## src/hw/sac_pkg.sv

```systemverilog
// Shared constants and types for the sampling converter's readout link.
// Assumes a single 100 MHz system clock on both ends.
package sac_pkg;
	localparam int RES_W = 14;
	localparam int CLK_PERIOD_NS = 10;
	// Least conversion time, rounded up to whole cycles
	localparam int CONVERT_START_INPUT_NS = 225;
	localparam int CONVERT_START_INPUT_CYC = (CONVERT_START_INPUT_NS + CLK_PERIOD_NS - 1) / CLK_PERIOD_NS;
	// Least acquisition time, rounded up
	localparam int ACQ_NS = 175;
	localparam int ACQ_CYC = (ACQ_NS + CLK_PERIOD_NS - 1) / CLK_PERIOD_NS;
	// Least width of a power-mode pulse on the convert input
	localparam int PULSE_NS = 10;
	localparam int PULSE_CYC = (PULSE_NS + CLK_PERIOD_NS - 1) / CLK_PERIOD_NS;
	// Reference recovery after sleep, in microseconds
	localparam int WAKE_SLEEP_US = 1100;
	localparam int WAKE_SLEEP_CYC = WAKE_SLEEP_US * 1000 / CLK_PERIOD_NS;
	// One approximation step per tick; the whole word fits the conversion time
	localparam int SAR_STEP_CYC = (CONVERT_START_INPUT_CYC / RES_W) < 1 ? 1 : (CONVERT_START_INPUT_CYC / RES_W);
	localparam logic [2:0] NAP_PULSES = 3'h2;
	localparam logic [2:0] SLEEP_PULSES = 3'h4;
	localparam int SCK_HALF_CYC = 4;
	typedef enum logic [1:0] {
		SAC_OP_CONVERT,
		SAC_OP_NAP,
		SAC_OP_SLEEP,
		SAC_OP_WAKE
	} sac_op_t;
endpackage

```

## src/hw/sac_link_if.sv

```systemverilog
// Three-wire link between the converter end and its serial master.
// The data line is split into level and output enable; the host reads the level.
`timescale 1ns/1ps
`default_nettype none
interface sac_link_if;
	logic convert_start_input;
	logic sck;
	logic sdo;
	logic sdo_oe_n;
	modport dev (input convert_start_input, input sck, output sdo, output sdo_oe_n);
	modport host (output convert_start_input, output sck, input sdo, input sdo_oe_n);
endinterface
`default_nettype wire

```

## src/hw/sac_host.sv

```systemverilog
// Serial master end: convert pulses, shift clock, power commands, word buffer.
// Assumes the data line arrives asynchronously and is synchronised here.
`timescale 1ns/1ps
`default_nettype none
module sac_host
	import sac_pkg::*;
#(
	parameter int WAKE_CYC = sac_pkg::WAKE_SLEEP_CYC,
	parameter int DEPTH = 2,
	parameter int HALF_CYC = sac_pkg::SCK_HALF_CYC
) (
	input wire logic CLK,
	input wire logic RSTN,
	sac_link_if.host LINK,
	input wire logic CMD_VALID,
	input wire sac_pkg::sac_op_t CMD_OP,
	output logic CMD_READY,
	output logic BUSY,
	output logic ASLEEP,
	output logic [sac_pkg::RES_W-1:0] DATA,
	output logic DATA_VALID,
	input wire logic DATA_READY
);
	import sac_pkg::*;

	localparam int CNT_W = $clog2(WAKE_CYC + CONVERT_START_INPUT_CYC + 2);
	localparam logic [3:0] LAST_BIT = 4'(RES_W - 1);

	typedef enum logic [3:0] {
		H_IDLE, H_CONVERT_START_INPUT, H_RD_LO, H_RD_HI, H_ACQ, H_P_HI, H_P_LO, H_W_HI, H_W_LO, H_W_WAIT
	} sac_hst_t;

	typedef struct packed {
		sac_hst_t st;
		logic [CNT_W-1:0] cnt;
		logic [3:0] nbit;
		logic [2:0] npulse;
		logic [RES_W-1:0] sh_in;
		logic [1:0] sdo_s;
		logic convert_start_input;
		logic sck;
		logic asleep;
		logic sleep_req;
		logic cmd_ready;
		logic busy;
		logic [DEPTH-1:0][RES_W-1:0] mem;
		logic [DEPTH-1:0] vld;
	} sac_host_st_t;

	sac_host_st_t q;
	sac_host_st_t n;
	logic push;
	logic [RES_W-1:0] push_word;
	logic pop;
	logic placed;

	function automatic logic [CNT_W-1:0] cnt_of(input int cycles);
		cnt_of = CNT_W'(cycles - 1);
	endfunction

	always_comb begin
		n = q;
		push = 1'b0;
		push_word = {q.sh_in[RES_W-2:0], q.sdo_s[1]};
		n.sdo_s = {q.sdo_s[0], LINK.sdo};
		if (q.cnt != '0) begin
			n.cnt = q.cnt - CNT_W'(1);
		end
		case (q.st)
			H_IDLE: begin
				if (CMD_VALID && q.cmd_ready) begin
					case (CMD_OP)
						SAC_OP_CONVERT: begin
							n.convert_start_input = 1'b1;
							n.cnt = cnt_of(CONVERT_START_INPUT_CYC);
							n.st = H_CONVERT_START_INPUT;
						end
						SAC_OP_NAP, SAC_OP_SLEEP: begin
							// Shift clock stays still through the pulse train
							n.sleep_req = CMD_OP == SAC_OP_SLEEP;
							n.npulse = CMD_OP == SAC_OP_SLEEP ? SLEEP_PULSES : NAP_PULSES;
							n.convert_start_input = 1'b1;
							n.cnt = cnt_of(PULSE_CYC);
							n.st = H_P_HI;
						end
						default: begin
							n.sck = 1'b1;
							n.cnt = cnt_of(HALF_CYC);
							n.st = H_W_HI;
						end
					endcase
				end
			end
			H_CONVERT_START_INPUT: begin
				if (q.cnt == '0) begin
					n.convert_start_input = 1'b0;
					n.nbit = '0;
					n.cnt = cnt_of(HALF_CYC);
					n.st = H_RD_LO;
				end
			end
			H_RD_LO: begin
				if (q.cnt == '0) begin
					n.sck = 1'b1;
					n.cnt = cnt_of(HALF_CYC);
					n.st = H_RD_HI;
				end
			end
			H_RD_HI: begin
				if (q.cnt == '0) begin
					n.sh_in = push_word;
					n.sck = 1'b0;
					n.cnt = cnt_of(HALF_CYC);
					if (q.nbit == LAST_BIT) begin
						push = 1'b1;
						n.cnt = cnt_of(ACQ_CYC);
						n.st = H_ACQ;
					end else begin
						n.nbit = q.nbit + 4'h1;
						n.st = H_RD_LO;
					end
				end
			end
			H_ACQ: begin
				if (q.cnt == '0) begin
					n.st = H_IDLE;
				end
			end
			H_P_HI: begin
				if (q.cnt == '0) begin
					n.convert_start_input = 1'b0;
					n.npulse = q.npulse - 3'h1;
					n.cnt = cnt_of(PULSE_CYC);
					n.st = H_P_LO;
				end
			end
			H_P_LO: begin
				if (q.cnt == '0) begin
					if (q.npulse == '0) begin
						n.asleep = q.sleep_req;
						n.st = H_IDLE;
					end else begin
						n.convert_start_input = 1'b1;
						n.cnt = cnt_of(PULSE_CYC);
						n.st = H_P_HI;
					end
				end
			end
			H_W_HI: begin
				if (q.cnt == '0) begin
					n.sck = 1'b0;
					n.cnt = cnt_of(HALF_CYC);
					n.st = H_W_LO;
				end
			end
			H_W_LO: begin
				if (q.cnt == '0) begin
					n.asleep = 1'b0;
					if (q.asleep) begin
						n.cnt = cnt_of(WAKE_CYC);
						n.st = H_W_WAIT;
					end else begin
						n.st = H_IDLE;
					end
				end
			end
			H_W_WAIT: begin
				if (q.cnt == '0) begin
					n.st = H_IDLE;
				end
			end
			default: begin
				n.st = H_IDLE;
			end
		endcase
		// Shift-down buffer: head entry feeds the outputs directly
		pop = q.vld[0] & DATA_READY;
		if (pop) begin
			for (int i = 0; i < DEPTH - 1; i++) begin
				n.mem[i] = q.mem[i+1];
				n.vld[i] = q.vld[i+1];
			end
			n.vld[DEPTH-1] = 1'b0;
		end
		placed = 1'b0;
		for (int i = 0; i < DEPTH; i++) begin
			if (push && !placed && !n.vld[i]) begin
				n.mem[i] = push_word;
				n.vld[i] = 1'b1;
				placed = 1'b1;
			end
		end
		// A full buffer refuses new commands, so no read word is ever dropped
		n.cmd_ready = (n.st == H_IDLE) && !n.vld[DEPTH-1];
		n.busy = n.st != H_IDLE;
	end

	always_ff @(posedge CLK or negedge RSTN) begin
		if (!RSTN) begin
			q <= '{default: '0, st: H_IDLE};
		end else begin
			q <= n;
		end
	end

	assign LINK.convert_start_input = q.convert_start_input;
	assign LINK.sck = q.sck;
	assign CMD_READY = q.cmd_ready;
	assign BUSY = q.busy;
	assign ASLEEP = q.asleep;
	assign DATA = q.mem[0];
	assign DATA_VALID = q.vld[0];
endmodule
`default_nettype wire

```

## src/flat_wrapper.sv

```systemverilog
// flat-port wrapper written by rule: the top's interface ports become plain ports
module sac_host_flat import sac_pkg::*;
#(
	parameter int WAKE_CYC = sac_pkg::WAKE_SLEEP_CYC,
	parameter int DEPTH = 2,
	parameter int HALF_CYC = sac_pkg::SCK_HALF_CYC
)
  (CLK, RSTN, CMD_VALID, CMD_OP, CMD_READY, BUSY, ASLEEP, DATA, DATA_VALID, DATA_READY, LINK_convert_start_input, LINK_sck, LINK_sdo, LINK_sdo_oe_n);
  sac_link_if LINK_i ();
  input wire logic CLK;
  input wire logic RSTN;
  input wire logic CMD_VALID;
  input wire sac_pkg::sac_op_t CMD_OP;
  output logic CMD_READY;
  output logic BUSY;
  output logic ASLEEP;
  output logic [sac_pkg::RES_W-1:0] DATA;
  output logic DATA_VALID;
  input wire logic DATA_READY;
  output wire logic [$bits(LINK_i.convert_start_input)-1:0] LINK_convert_start_input;
  output wire logic [$bits(LINK_i.sck)-1:0] LINK_sck;
  input wire logic [$bits(LINK_i.sdo)-1:0] LINK_sdo;
  input wire logic [$bits(LINK_i.sdo_oe_n)-1:0] LINK_sdo_oe_n;
  assign LINK_convert_start_input = LINK_i.convert_start_input;
  assign LINK_sck = LINK_i.sck;
  assign LINK_i.sdo = LINK_sdo;
  assign LINK_i.sdo_oe_n = LINK_sdo_oe_n;
  sac_host #(.WAKE_CYC(WAKE_CYC), .DEPTH(DEPTH), .HALF_CYC(HALF_CYC)) u_core (.CLK(CLK), .RSTN(RSTN), .LINK(LINK_i), .CMD_VALID(CMD_VALID), .CMD_OP(CMD_OP), .CMD_READY(CMD_READY), .BUSY(BUSY), .ASLEEP(ASLEEP), .DATA(DATA), .DATA_VALID(DATA_VALID), .DATA_READY(DATA_READY));
endmodule
```

## config.mk

```make
export PLATFORM = sky130hd
export DESIGN_NAME = sac_host_flat
export DESIGN_NICKNAME = d
export VERILOG_FILES = /design/src/hw/sac_pkg.sv /design/src/hw/sac_link_if.sv /design/src/hw/sac_host.sv /design/src/flat_wrapper.sv
export SDC_FILE = /design/constraint.sdc
export NUM_CORES = 1
export LEC_CHECK = 0
export BUFFER_PORTS_ARGS = -buffer_cell sky130_fd_sc_hd__buf_2
export CAP_MARGIN = 20
export CORE_UTILIZATION = 40
export CTS_BUF_LIST = sky130_fd_sc_hd__clkbuf_4 sky130_fd_sc_hd__clkbuf_8 sky130_fd_sc_hd__clkbuf_16
export CTS_CLUSTER_DIAMETER = 200
export DETAILED_ROUTE_END_ITERATION = 8
export GPL_TIMING_DRIVEN = 1
export PLACE_DENSITY_LB_ADDON = 0.12
export SLEW_MARGIN = 20
export SYNTH_ARGS = -nofsm -noshare
export SYNTH_HDL_FRONTEND = slang
export SYNTH_SLANG_ARGS = --single-unit
```

## constraint.sdc

```tcl
create_clock -name CLK -period 3.43 [get_ports CLK]
set_clock_uncertainty 0.2 [all_clocks]
set_input_delay 0.5145 -clock CLK [delete_from_list [all_inputs] [get_ports CLK]]
set_output_delay 0.5145 -clock CLK [all_outputs]
set_load 0.005 [all_outputs]
```

== Yosys cells after proc, flatten, opt, wreduce, memory -nomap -nowiden ==
Cells that the tools add are included.

* Register bits: 79
* Output and inout bits: 20
* Logic and storage cells: 126

* Add/sub/neg operators: 3
* Eq/ne operators: 27
* Muxes and demuxes: 46
* Bitwise logic cells: 1
* Reductions and logical operators: 34

{| class="wikitable"
|+ Operator list
! operator !! count
|-
| $pmux 17 s8 || 1
|-
| $mux 21 || 6
|-
| $mux 17 || 3
|-
| $mux 25 || 2
|-
| $pmux 20 s2 || 1
|-
| $pmux 4 s9 || 1
|-
| $ne 2x1->1 const B || 10
|-
| $mux 3 || 6
|-
| $logic_not 17->1 || 1
|-
| $reduce_bool 17->1 || 1
|-
| $sub 17x1->17 const B || 1
|-
| $eq 4x3->1 const B || 4
|-
| $mux 16 || 1
|-
| $mux 1 || 14
|-
| $mux 14 || 1
|-
| $eq 4x4->1 const B || 3
|-
| $mux 4 || 3
|-
| $reduce_and 4->1 || 3
|-
| $ne 2x2->1 const B || 5
|-
| $eq 4x2->1 const B || 2
|-
| $logic_not 4->1 || 2
|-
| $pmux 4 s2 || 1
|-
| $reduce_bool 2->1 || 4
|-
| $reduce_or 2->1 || 4
|-
| other kinds (22) || 31
|}

== Longest topological paths before layout ==
Gate-level depths: netlist of the first run.

* Depth after elaboration: 12
* Mapped depth: 13
* Gate-level depth less buffers: 11

== Least setup slack after synthesis of the first run ==
No wires, ideal clock.

* Kind: register to register
* From: register u_core.q[59] in the netlist's numbering
* To: register u_core.q[59] in the netlist's numbering
* Library setup time: 104 ps
* Data arrival time: 2496 ps
* Slack: 630 ps
* Cell stages (with the launch flop): 14
* Buffers on the path: 2
* Clock period less this slack: 2800 ps
* Path through: dfrtp_1 inv_1 ha_1 nor4b_1 and4_4 inv_4 clkbuf_1 clkbuf_1 ha_1 a21oi_1 o21ai_0 o21ai_0 a21oi_1 a221oi_1

{| class="wikitable"
|+ RTL lines
! item !! line !! source
|-
| start: declaration || sac_host.sv:50 || <nowiki>sac_host_st_t q;</nowiki>
|-
| start signal: assignment || sac_host.sv:202 || <nowiki>q <= n;</nowiki>
|}

== Final worst setup path of the first run ==
* From: register u_core.q[59] in the netlist's numbering
* To: register u_core.q[17] in the netlist's numbering

* Longest elaborated chain between the ends: 8

{| class="wikitable"
|+ Ends and longest elaborated chain
! item !! line !! source
|-
| $logic_not 17->1 * || sac_host.sv:110 || <nowiki>if (q.cnt == '0) begin</nowiki>
|-
| $mux 1 * || sac_host.sv:110 ||
|-
| $mux 1 * || sac_host.sv:69 || <nowiki>case (q.st)</nowiki>
|-
| $logic_and 1x1->1 || sac_host.sv:187 || <nowiki>if (push && !placed && !n.vld[i]) begin</nowiki>
|-
| $mux 1 || sac_host.sv:187 ||
|-
| $logic_not 1->1 || sac_host.sv:187 ||
|-
| $logic_and 1x1->1 * (2 in a row) || sac_host.sv:187 ||
|}

Mark *: on every way between the ends. The rest lies on a longest branch, timed or not.
A chain may end at the register's enable or synchronous reset.

==> impl_metrics.py, run 1 <==
metrics = {
    "status": {
        "status": "finished with violations",
        "violations": "negative hold slack",
    },
    "route": {
        "drc": 0,
        "wire_per_inst_microns": 15.73,
        "initialDrtViolationCount": 160,
        "via_per_inst": 5.409,
        "vias": 3132,
        "drt_wl_total_microns": 9105,
        "ant_nets": 0,
        "first_pass_iters": 4,
    },
    "final_layout": {
        "drive_gt1_frac": 0.1874,
        "layout_common_cells": "dfrtp_1, nor2_1, a21oi_1",
        "final_common_cell": "dfrtp_1",
        "layout-area-overhead-vs-synth_pct": 8.297,
        "insertedDiodeCount": 0,
        "n_fill_cell": 1019,
        "fin_nets": 459,
    },
    "sta": {
        "period_share": 0.8655,
        "final.setup.tns_ps": 0,
        "worstMarginPinSlew_ps": 950.5,
        "hold_violations": 25,
        "whs_ps": -23.29,
        "finalCriticalPeriod_ps": 2969,
        "clock.fmax_mhz": 336.8,
        "slew_headroom": 0.3574,
        "setup_violations": 0,
        "slew_viol_final": 0,
        "rsz0062_at_grt": "no",
    },
    "clock_network": {
        "cts_buffer_depth": 2,
        "cts.sinks": 79,
        "post_cts_buffers": 0,
        "clk_latency_ps": 350,
        "root_buffer": "clkbuf_8",
        "cts_tree": "yes",
        "cts_resized": 0,
        "htree_levels": 3,
        "hold_buffers": 0,
        "path_clk_slew_ps": 90,
        "numCtsBuffers": 9,
    },
    "pwr": {
        "p_leak_nw": 2.179,
        "clockPowerShare": 0.408,
        "p_int_mw": 1.229,
        "p_sw_mw": 0.3979,
        "p_per_area_mw_per_mm2": 347.1,
        "ir_drop_mv": 0.1845,
        "finalPower_mw": 1.627,
        "combPwrFrac": 0.019,
        "share_seq_of_total_power": 0.573,
        "swShare": 0.2445,
    },
    "global_route": {
        "grt_max_degree": 80,
        "groute.layer.met1.usage": 0.2482,
        "gr-usage-met2": 0.2577,
        "grt_use_total": 0.1730,
        "antenna_found_initial": 0,
        "grt_pass1_wl_microns": 15270,
        "met3_usage": 0.03495,
        "busiest_layer": "met2",
        "overflow": 0,
        "grt_pass1_vias": 3023,
    },
    "die": {
        "io_pins": 28,
        "core_area_sq_mm": 0.01042,
        "die_area_sq_mm": 0.01124,
        "core.rowCount": 37,
        "fp.dieH_microns": 106.0,
        "die_w_microns": 106.0,
        "initial_core_util": 0.4155,
    },
    "setup_path": {
        "slowest_delay_ps": 460,
        "slowest_stage": "dfrtp_1",
        "crit_path_start_kind": "flip-flop",
        "crit_fanout": 22,
        "crit_required_ps": 3460,
        "endpoint_kind": "flip-flop",
        "critical_path_class": "flip-flop to flip-flop",
        "cp.arrival_ps": 3000,
        "crit_chain": "inv_1 -> ha_1 -> nor4b_1 -> and4_4 -> inv_4 -> nor3_1 -> and3_1 -> buf_4 -> mux2_2",
    },
    "placed_design": {
        "gp_congestion": 0.8282,
        "dp_hpwl_microns": 6059,
        "portBuffers": 26,
    },
    "synthesis": {
        "synth-edff-count": 0,
        "ys_seq_area_frac": 0.4568,
        "synth_area_sq_mm": 0.004328,
        "synth.avg_cell_area_sq_um": 10.11,
        "synth_ff_type": "dfrtp_1",
        "synth_cells": 428,
        "syn_nets": 449,
        "ys_ff_latch": 79,
        "async_reset_ff_frac": 1.000,
        "synth_cell_types": 65,
        "yosysWarningCount": 0,
    },
    "job": {
        "drv_cap": 0,
    },
    "min_path": {
        "hold_path.class": "input port to async pin",
    },
}
==> power by group through the flow <==
stage	clock network, mW	registers (mW)	logic [mW]
global route	0.732	0.933	0.0380
floorplan	0	0.951	0.00557
finish	0.664	0.932	0.0315
detailed placement	0	0.951	0.0329
CTS	0.693	0.932	0.0330
global placement	0	0.951	0.0331
==> area by class of cell <==
type / count / area (sq um) / area share
Clock buffer: 10 / 137.6 / 0.02936
Sequential cell: 79 / 1977 / 0.4218
Clock inverter: 6 / 51.30 / 0.01094
Inverter: 14 / 55.05 / 0.01175
Tap cell: 136 / 170.2 / 0.03631
Multi-Input combinational cell: 298 / 2085 / 0.4447
Timing Repair Buffer: 36 / 211.5 / 0.04511
==> cells in the mapped netlist, drive strengths merged (3+ instances only) <==
cell,number,area (sq um)
mux2i,17,170.2
nand2b,7,43.79
nor2b,6,37.54
inv,14,55.06
nor4b,4,41.29
o31ai,3,22.52
nor4,8,71.32
nand3,13,65.06
nand2,21,81.33
a211oi,8,60.06
a21oi,31,155.2
clkbuf,12,48.80
mux2,29,326.6
xnor2,6,52.55
o211ai,4,30.03
or3,5,31.28
o21ai,25,125.1
nor2,38,142.6
ha,13,162.7
and3,5,31.28
nor3,10,55.05
o21a,3,22.52
a211o,4,35.03
nand4,3,18.77
buf,25,162.6
dfrtp,79,1977
==> metal layers <==
metal / part of all wire / routed length, microns
met1: 0.51 / 4604
met2: 0.45 / 4136
met3: 0.026 / 237
met4: 0.014 / 127
met5: 0 / 0
==> path summary, 6_finish.rpt <==
path | from | slack [ps] | to | depth (start not counted)
setup / recovery | u_core.q[59]$_DFF_PN0_ | 460 | u_core.q[17]$_DFFE_PN0P_ | 9
hold / removal | RSTN | -20 | u_core.q[64]$_DFF_PN0_ | 1
setup reg to reg | u_core.q[59]$_DFF_PN0_ | 460 | u_core.q[17]$_DFFE_PN0P_ | 9
hold reg to reg | u_core.n[37]$_DFF_PN0_ | 160 | u_core.push_word[0]$_DFF_PN0_ | 0
max in group asynchronous | RSTN | 2510 | u_core.q[62]$_DFF_PN0_ | 1
min in group CLK | LINK_sdo | 60 | u_core.n[37]$_DFF_PN0_ | 1
==> cells by family after synthesis <==
kind of cell / count (synthesis) / share of synthesized area
simple gates: 130 / 0.1625
compound gates: 102 / 0.1527
buf+inv: 51 / 0.06158
fa+ha+maj: 13 / 0.03758
mux: 46 / 0.1148
flops: 79 / 0.4568
xor+xnor: 7 / 0.01417
==> worst max-delay path: cells and delay by family, from the launching register on <==
kind / cells / cell delay (ps)
buffers and inverters: 3 / 490
flip-flops: 1 / 460
multiplexers: 1 / 340
AND/OR/NAND/NOR: 4 / 1200
adder cells (fa/ha/maj): 1 / 160
==> registers in the layout, indices dropped and copies added (netlist names) <==
name,cells
u_core.DATA,14
u_core.q,44
u_core.ASLEEP,1
u_core.LINK.sck,1
u_core.push_word,14
u_core.n,1
u_core.BUSY,1
u_core.DATA_VALID,1
u_core.CMD_READY,1
u_core.LINK.convert_start_input,1
==> through the flow <==
stage,cells,hold WS (ps),setup slack (ps),util,area [sq um]
2_1_floorplan,428,18.91,630.1,-,4328
3_3_place_gp,563,133.6,467.5,0.4315,4494
3_5_place_dp,563,139.5,433.8,0.4315,4494
4_1_cts,579,37.22,427.4,0.4496,4683
5_1_grt,579,35.75,326.6,0.4500,4687
6_report,579,-23.29,461.3,0.4500,4687
Note: power is estimated with default switching activity, not from simulation.
==> run 2: changes to the inputs <==
CELL_PAD_IN_SITES_DETAIL_PLACEMENT = 0   (was default)
CELL_PAD_IN_SITES_GLOBAL_PLACEMENT = 1   (was default)
==> impl_metrics.py, run 2 (synthesis results as in run 1) <==
metrics = {
    "status": {
        "status": "finished with violations",
        "violations": "negative hold slack",
    },
    "setup_path": {
        "slowest_stage": "or4_1",
        "crit_required_ps": 3460,
        "slowest_delay_ps": 550,
        "cp.buffers_inverters": 2,
        "crit_family": "simple AND/OR/NAND/NOR gates",
        "endpoint_kind": "flip-flop",
        "crit_chain": "inv_1 -> ha_1 -> nor4b_1 -> and4_4 -> buf_4 -> mux2i_1 -> o221ai_1 -> or4_1",
        "cp.arrival_ps": 2950,
        "critical_path_class": "flip-flop to flip-flop",
        "crit_path_start_kind": "flip-flop",
        "crit_fanout": 28,
    },
    "die": {
        "die_area_sq_mm": 0.01124,
        "initial_core_util": 0.4155,
        "io_pins": 28,
        "fp.dieH_microns": 106.0,
        "die_w_microns": 106.0,
        "core.rowCount": 37,
        "core_area_sq_mm": 0.01042,
    },
    "global_route": {
        "overflow": 0,
        "grt_use_total": 0.1823,
        "grt_max_degree": 51,
        "met3_usage": 0.03863,
        "groute.layer.met1.usage": 0.2555,
        "gr-usage-met2": 0.2792,
        "busiest_layer": "met2",
        "grt_pass1_wl_microns": 15930,
        "antenna_found_initial": 0,
        "grt_pass1_vias": 3139,
    },
    "clock_network": {
        "numCtsBuffers": 9,
        "htree_levels": 3,
        "clk_latency_ps": 350,
        "cts_resized": 0,
        "post_cts_buffers": 0,
        "path_clk_slew_ps": 80,
        "cts.sinks": 79,
        "hold_buffers": 0,
        "cts_buffer_depth": 2,
        "cts_tree": "yes",
        "root_buffer": "clkbuf_8",
    },
    "sta": {
        "finalCriticalPeriod_ps": 2925,
        "worstMarginPinSlew_ps": 841.7,
        "setup_violations": 0,
        "whs_ps": -1.066,
        "slew_viol_final": 0,
        "final.setup.tns_ps": 0,
        "hold_violations": 1,
        "clock.fmax_mhz": 341.8,
        "rsz0062_at_grt": "no",
        "slew_headroom": 0.4375,
        "period_share": 0.8529,
    },
    "pwr": {
        "p_leak_nw": 2.212,
        "ir_drop_mv": 0.2024,
        "finalPower_mw": 1.754,
        "p_per_area_mw_per_mm2": 371.0,
    },
    "route": {
        "vias": 3188,
        "initialDrtViolationCount": 164,
        "drc": 0,
        "ant_nets": 0,
        "drt_wl_total_microns": 9461,
        "wire_per_inst_microns": 16.31,
        "first_pass_iters": 4,
        "via_per_inst": 5.497,
    },
    "final_layout": {
        "fin_cells": 580,
        "largest-register": "u_core.q",
        "insertedDiodeCount": 0,
        "final_common_cell": "dfrtp_1",
        "final_area_sq_mm": 0.004727,
        "layout-area-overhead-vs-synth_pct": 9.222,
        "fin_nets": 460,
        "drive_gt1_frac": 0.1892,
        "largest_reg_flops": 44,
        "layout_common_cells": "dfrtp_1, nor2_1, a21oi_1",
    },
    "placed_design": {
        "dp_hpwl_microns": 6374,
        "placed_cells": 564,
        "gp_congestion": 0.8143,
        "dpl_cell_area_sq_mm": 0.004502,
        "portBuffers": 26,
    },
    "job": {
        "drv_cap": 0,
    },
    "min_path": {
        "hold_path.class": "input port to async pin",
    },
}
run 2: per-layer routing:
| metal | share of wire | wire length [microns] | vias to the layer above |
|---|---|---|---|
| met3 | 0.035 | 335 | 7 |
| li1 | - | - | 1559 |
| met4 | 0.0088 | 83 | 0 |
| met5 | 0 | 0 | - |
| met1 | 0.50 | 4716 | 1574 |
| met2 | 0.46 | 4325 | 48 |
run 2: path summary, 6_finish.rpt:
kind | start | end | slack [ps] | cells after the start
setup / recovery | u_core.q[59]$_DFF_PN0_ | u_core.BUSY$_DFF_PN0_ | 500 | 8
hold / removal | RSTN | u_core.q[73]$_DFF_PN0_ | -1 | 1
setup reg to reg | u_core.q[59]$_DFF_PN0_ | u_core.BUSY$_DFF_PN0_ | 500 | 8
hold reg to reg | u_core.n[37]$_DFF_PN0_ | u_core.push_word[0]$_DFF_PN0_ | 150 | 0
max in group asynchronous | RSTN | u_core.CMD_READY$_DFF_PN0_ | 2350 | 2
min in group CLK | LINK_sdo | u_core.n[37]$_DFF_PN0_ | 60 | 1
run 2: through the flow:
stage	util	setup WS, ps
after detailed placement	0.4322	511.3
after global placement	0.4322	529.5
final	0.4538	504.7
after floorplan	-	630.1
after global routing	0.4538	289.7
after CTS	0.4538	492.3
run 2: cell type report:
type | instances | area (sq um)
fillers | 1029 | 5689
multi-input cells | 298 | 2085
flip-flops and latches | 79 | 1977
repair buffers | 37 | 215.2
well taps | 136 | 170.2
clock buffers | 10 | 131.4
clock inverters | 6 | 93.84
inverters | 14 | 55.05
run 2: report_power, final:
group | switching, mW | internal [mW]
registers | 0.000473 | 0.931
clock network | 0.364 | 0.425
logic | 0.0262 | 0.00721
total | 0.390 | 1.36
==> run 3: changes to the inputs <==
CORE_ASPECT_RATIO = 0.75   (was default)
==> impl_metrics.py, run 3 (synthesis results as in run 1) <==
metrics = {
    "sta": {
        "hold_violations": 0,
        "rsz0062_at_grt": "no",
        "slew_headroom": 0.4020,
        "slew_viol_final": 0,
        "worstMarginPinSlew_ps": 894.9,
        "period_share": 0.8944,
        "clock.fmax_mhz": 326.0,
        "setup_violations": 0,
        "final.setup.tns_ps": 0,
        "finalCriticalPeriod_ps": 3068,
        "setup_ws_ps": 362.1,
    },
    "clock_network": {
        "hold_buffers": 0,
        "numCtsBuffers": 9,
        "path_clk_slew_ps": 60,
        "htree_levels": 3,
        "post_cts_buffers": 0,
        "cts.sinks": 79,
        "cts_buffer_depth": 2,
        "cts_resized": 0,
        "cts_tree": "yes",
        "root_buffer": "clkbuf_16",
        "clk_latency_ps": 340,
    },
    "die": {
        "core.rowCount": 32,
        "core_area_sq_mm": 0.01041,
        "fp.dieH_microns": 92.08,
        "initial_core_util": 0.4157,
        "die_w_microns": 122.1,
        "die_area_sq_mm": 0.01124,
        "io_pins": 28,
    },
    "setup_path": {
        "crit_fanout": 22,
        "crit_required_ps": 3440,
        "r2r_start": "u_core.q[59]$_DFF_PN0_",
        "endpoint_kind": "flip-flop",
        "crit_path_start_kind": "flip-flop",
        "reg2regPathDepth": 11,
        "rrSetupSlack_ps": 360,
        "crit_chain": "inv_1 -> ha_1 -> nor4b_1 -> and4_4 -> inv_4 -> ha_1 -> a21oi_1 -> o21ai_0 -> o21ai_0 -> a211oi_1 -> a221oi_1",
        "critical_path_class": "flip-flop to flip-flop",
        "slowest_delay_ps": 480,
        "cp.arrival_ps": 3070,
        "slowest_stage": "and4_4",
        "timing.rr.end": "u_core.q[59]$_DFF_PN0_",
    },
    "final_layout": {
        "layout-area-overhead-vs-synth_pct": 10.75,
        "largest_reg_flops": 44,
        "fin_nets": 458,
        "largest-register": "u_core.q",
        "final_area_sq_mm": 0.004793,
        "drive_gt1_frac": 0.1855,
        "insertedDiodeCount": 0,
        "final_common_cell": "dfrtp_1",
        "layout_common_cells": "dfrtp_1, nor2_1, a21oi_1",
    },
    "global_route": {
        "antenna_found_initial": 0,
        "grt_pass1_wl_microns": 16290,
        "grt_use_total": 0.1896,
        "grt_max_degree": 80,
        "grt_pass1_vias": 3048,
        "overflow": 0,
    },
    "route": {
        "vias": 3162,
        "drc": 0,
        "first_pass_iters": 4,
        "wire_per_inst_microns": 16.67,
        "initialDrtViolationCount": 192,
        "drt_wl_total_microns": 9634,
        "ant_nets": 0,
        "via_per_inst": 5.471,
    },
    "min_path": {
        "hold_path.class": "input port to async pin",
    },
    "placed_design": {
        "gp_congestion": 0.7949,
        "dp_hpwl_microns": 6314,
        "dp_slack_ps": 390.9,
        "dpl_cell_area_sq_mm": 0.004499,
        "portBuffers": 26,
    },
    "pwr": {
        "p_per_area_mw_per_mm2": 392.0,
        "p_leak_nw": 2.222,
        "ir_drop_mv": 0.2079,
    },
    "status": {
        "status": "complete, no violations",
    },
    "job": {
        "drv_cap": 0,
    },
}
run 3: cell types whose count changed in the layout (fill, tap and decap cells not counted):
cell / delta
clkbuf_16: +9
clkbuf_8: -8
buf_4: -4
clkinvlp_4: +3
bufinv_16: -2
buf_12: +1
buf_6: +1
clkbuf_4: -1
clkinv_2: -1
clkinv_4: -1
inv_6: +1
run 3: area by class of cell:
class,instances,area (sq um)
clock buffer,10,239.0
clock inverter,6,51.30
fill,1024,5617
inverter,14,55.05
multi-input combinational,298,2085
sequential,79,1977
tap,136,170.2
timing repair buffer,35,216.5
run 3: worst max path at each step:
stage | from | to | cells after the start
floorplan | u_core.q[59]$_DFF_PN0_ | u_core.q[59]$_DFF_PN0_ | 13
global placement | u_core.q[59]$_DFF_PN0_ | u_core.q[59]$_DFF_PN0_ | 11
detailed placement | u_core.q[59]$_DFF_PN0_ | u_core.q[16]$_DFFE_PN0P_ | 9
CTS | u_core.q[59]$_DFF_PN0_ | u_core.q[16]$_DFFE_PN0P_ | 9
global route | u_core.q[59]$_DFF_PN0_ | u_core.q[59]$_DFF_PN0_ | 11
finish | u_core.q[59]$_DFF_PN0_ | u_core.q[59]$_DFF_PN0_ | 11
run 3: where the power goes:
part	internal [mW]	switching (mW)
logic	0.00617	0.0256
registers	0.933	0.000566
clock network	0.518	0.396
run 3: metal layers:
metal,part of all wire,GRT usage,vias up
met5,0,0,-
met1,0.53,0.2924,1532
met3,0.040,0.04415,6
li1,-,-,1570
met4,0.0065,0.05793,0
met2,0.42,0.2566,54
run 3: per-stage QoR:
stage               utilization  power (mW)  instances  hold WS [ps]
floorplan                     -      0.9564        428         18.91
global placement         0.4322      0.9842        562         140.0
detailed placement       0.4322      0.9845        562         143.6
CTS                      0.4601       1.918        578         66.56
global route             0.4605       1.968        578         56.14
finish                   0.4605       1.879        578         3.023
run 3: worst max-delay path: cells and delay by family (launching register included):
| family | cells | cell delay (ps) |
|---|---|---|
| adders and majority gates | 2 | 530 |
| and+or+nand+nor | 2 | 760 |
| buffers and inverters | 2 | 310 |
| AOI/OAI and AO/OA | 5 | 670 |
| DFF | 1 | 440 |
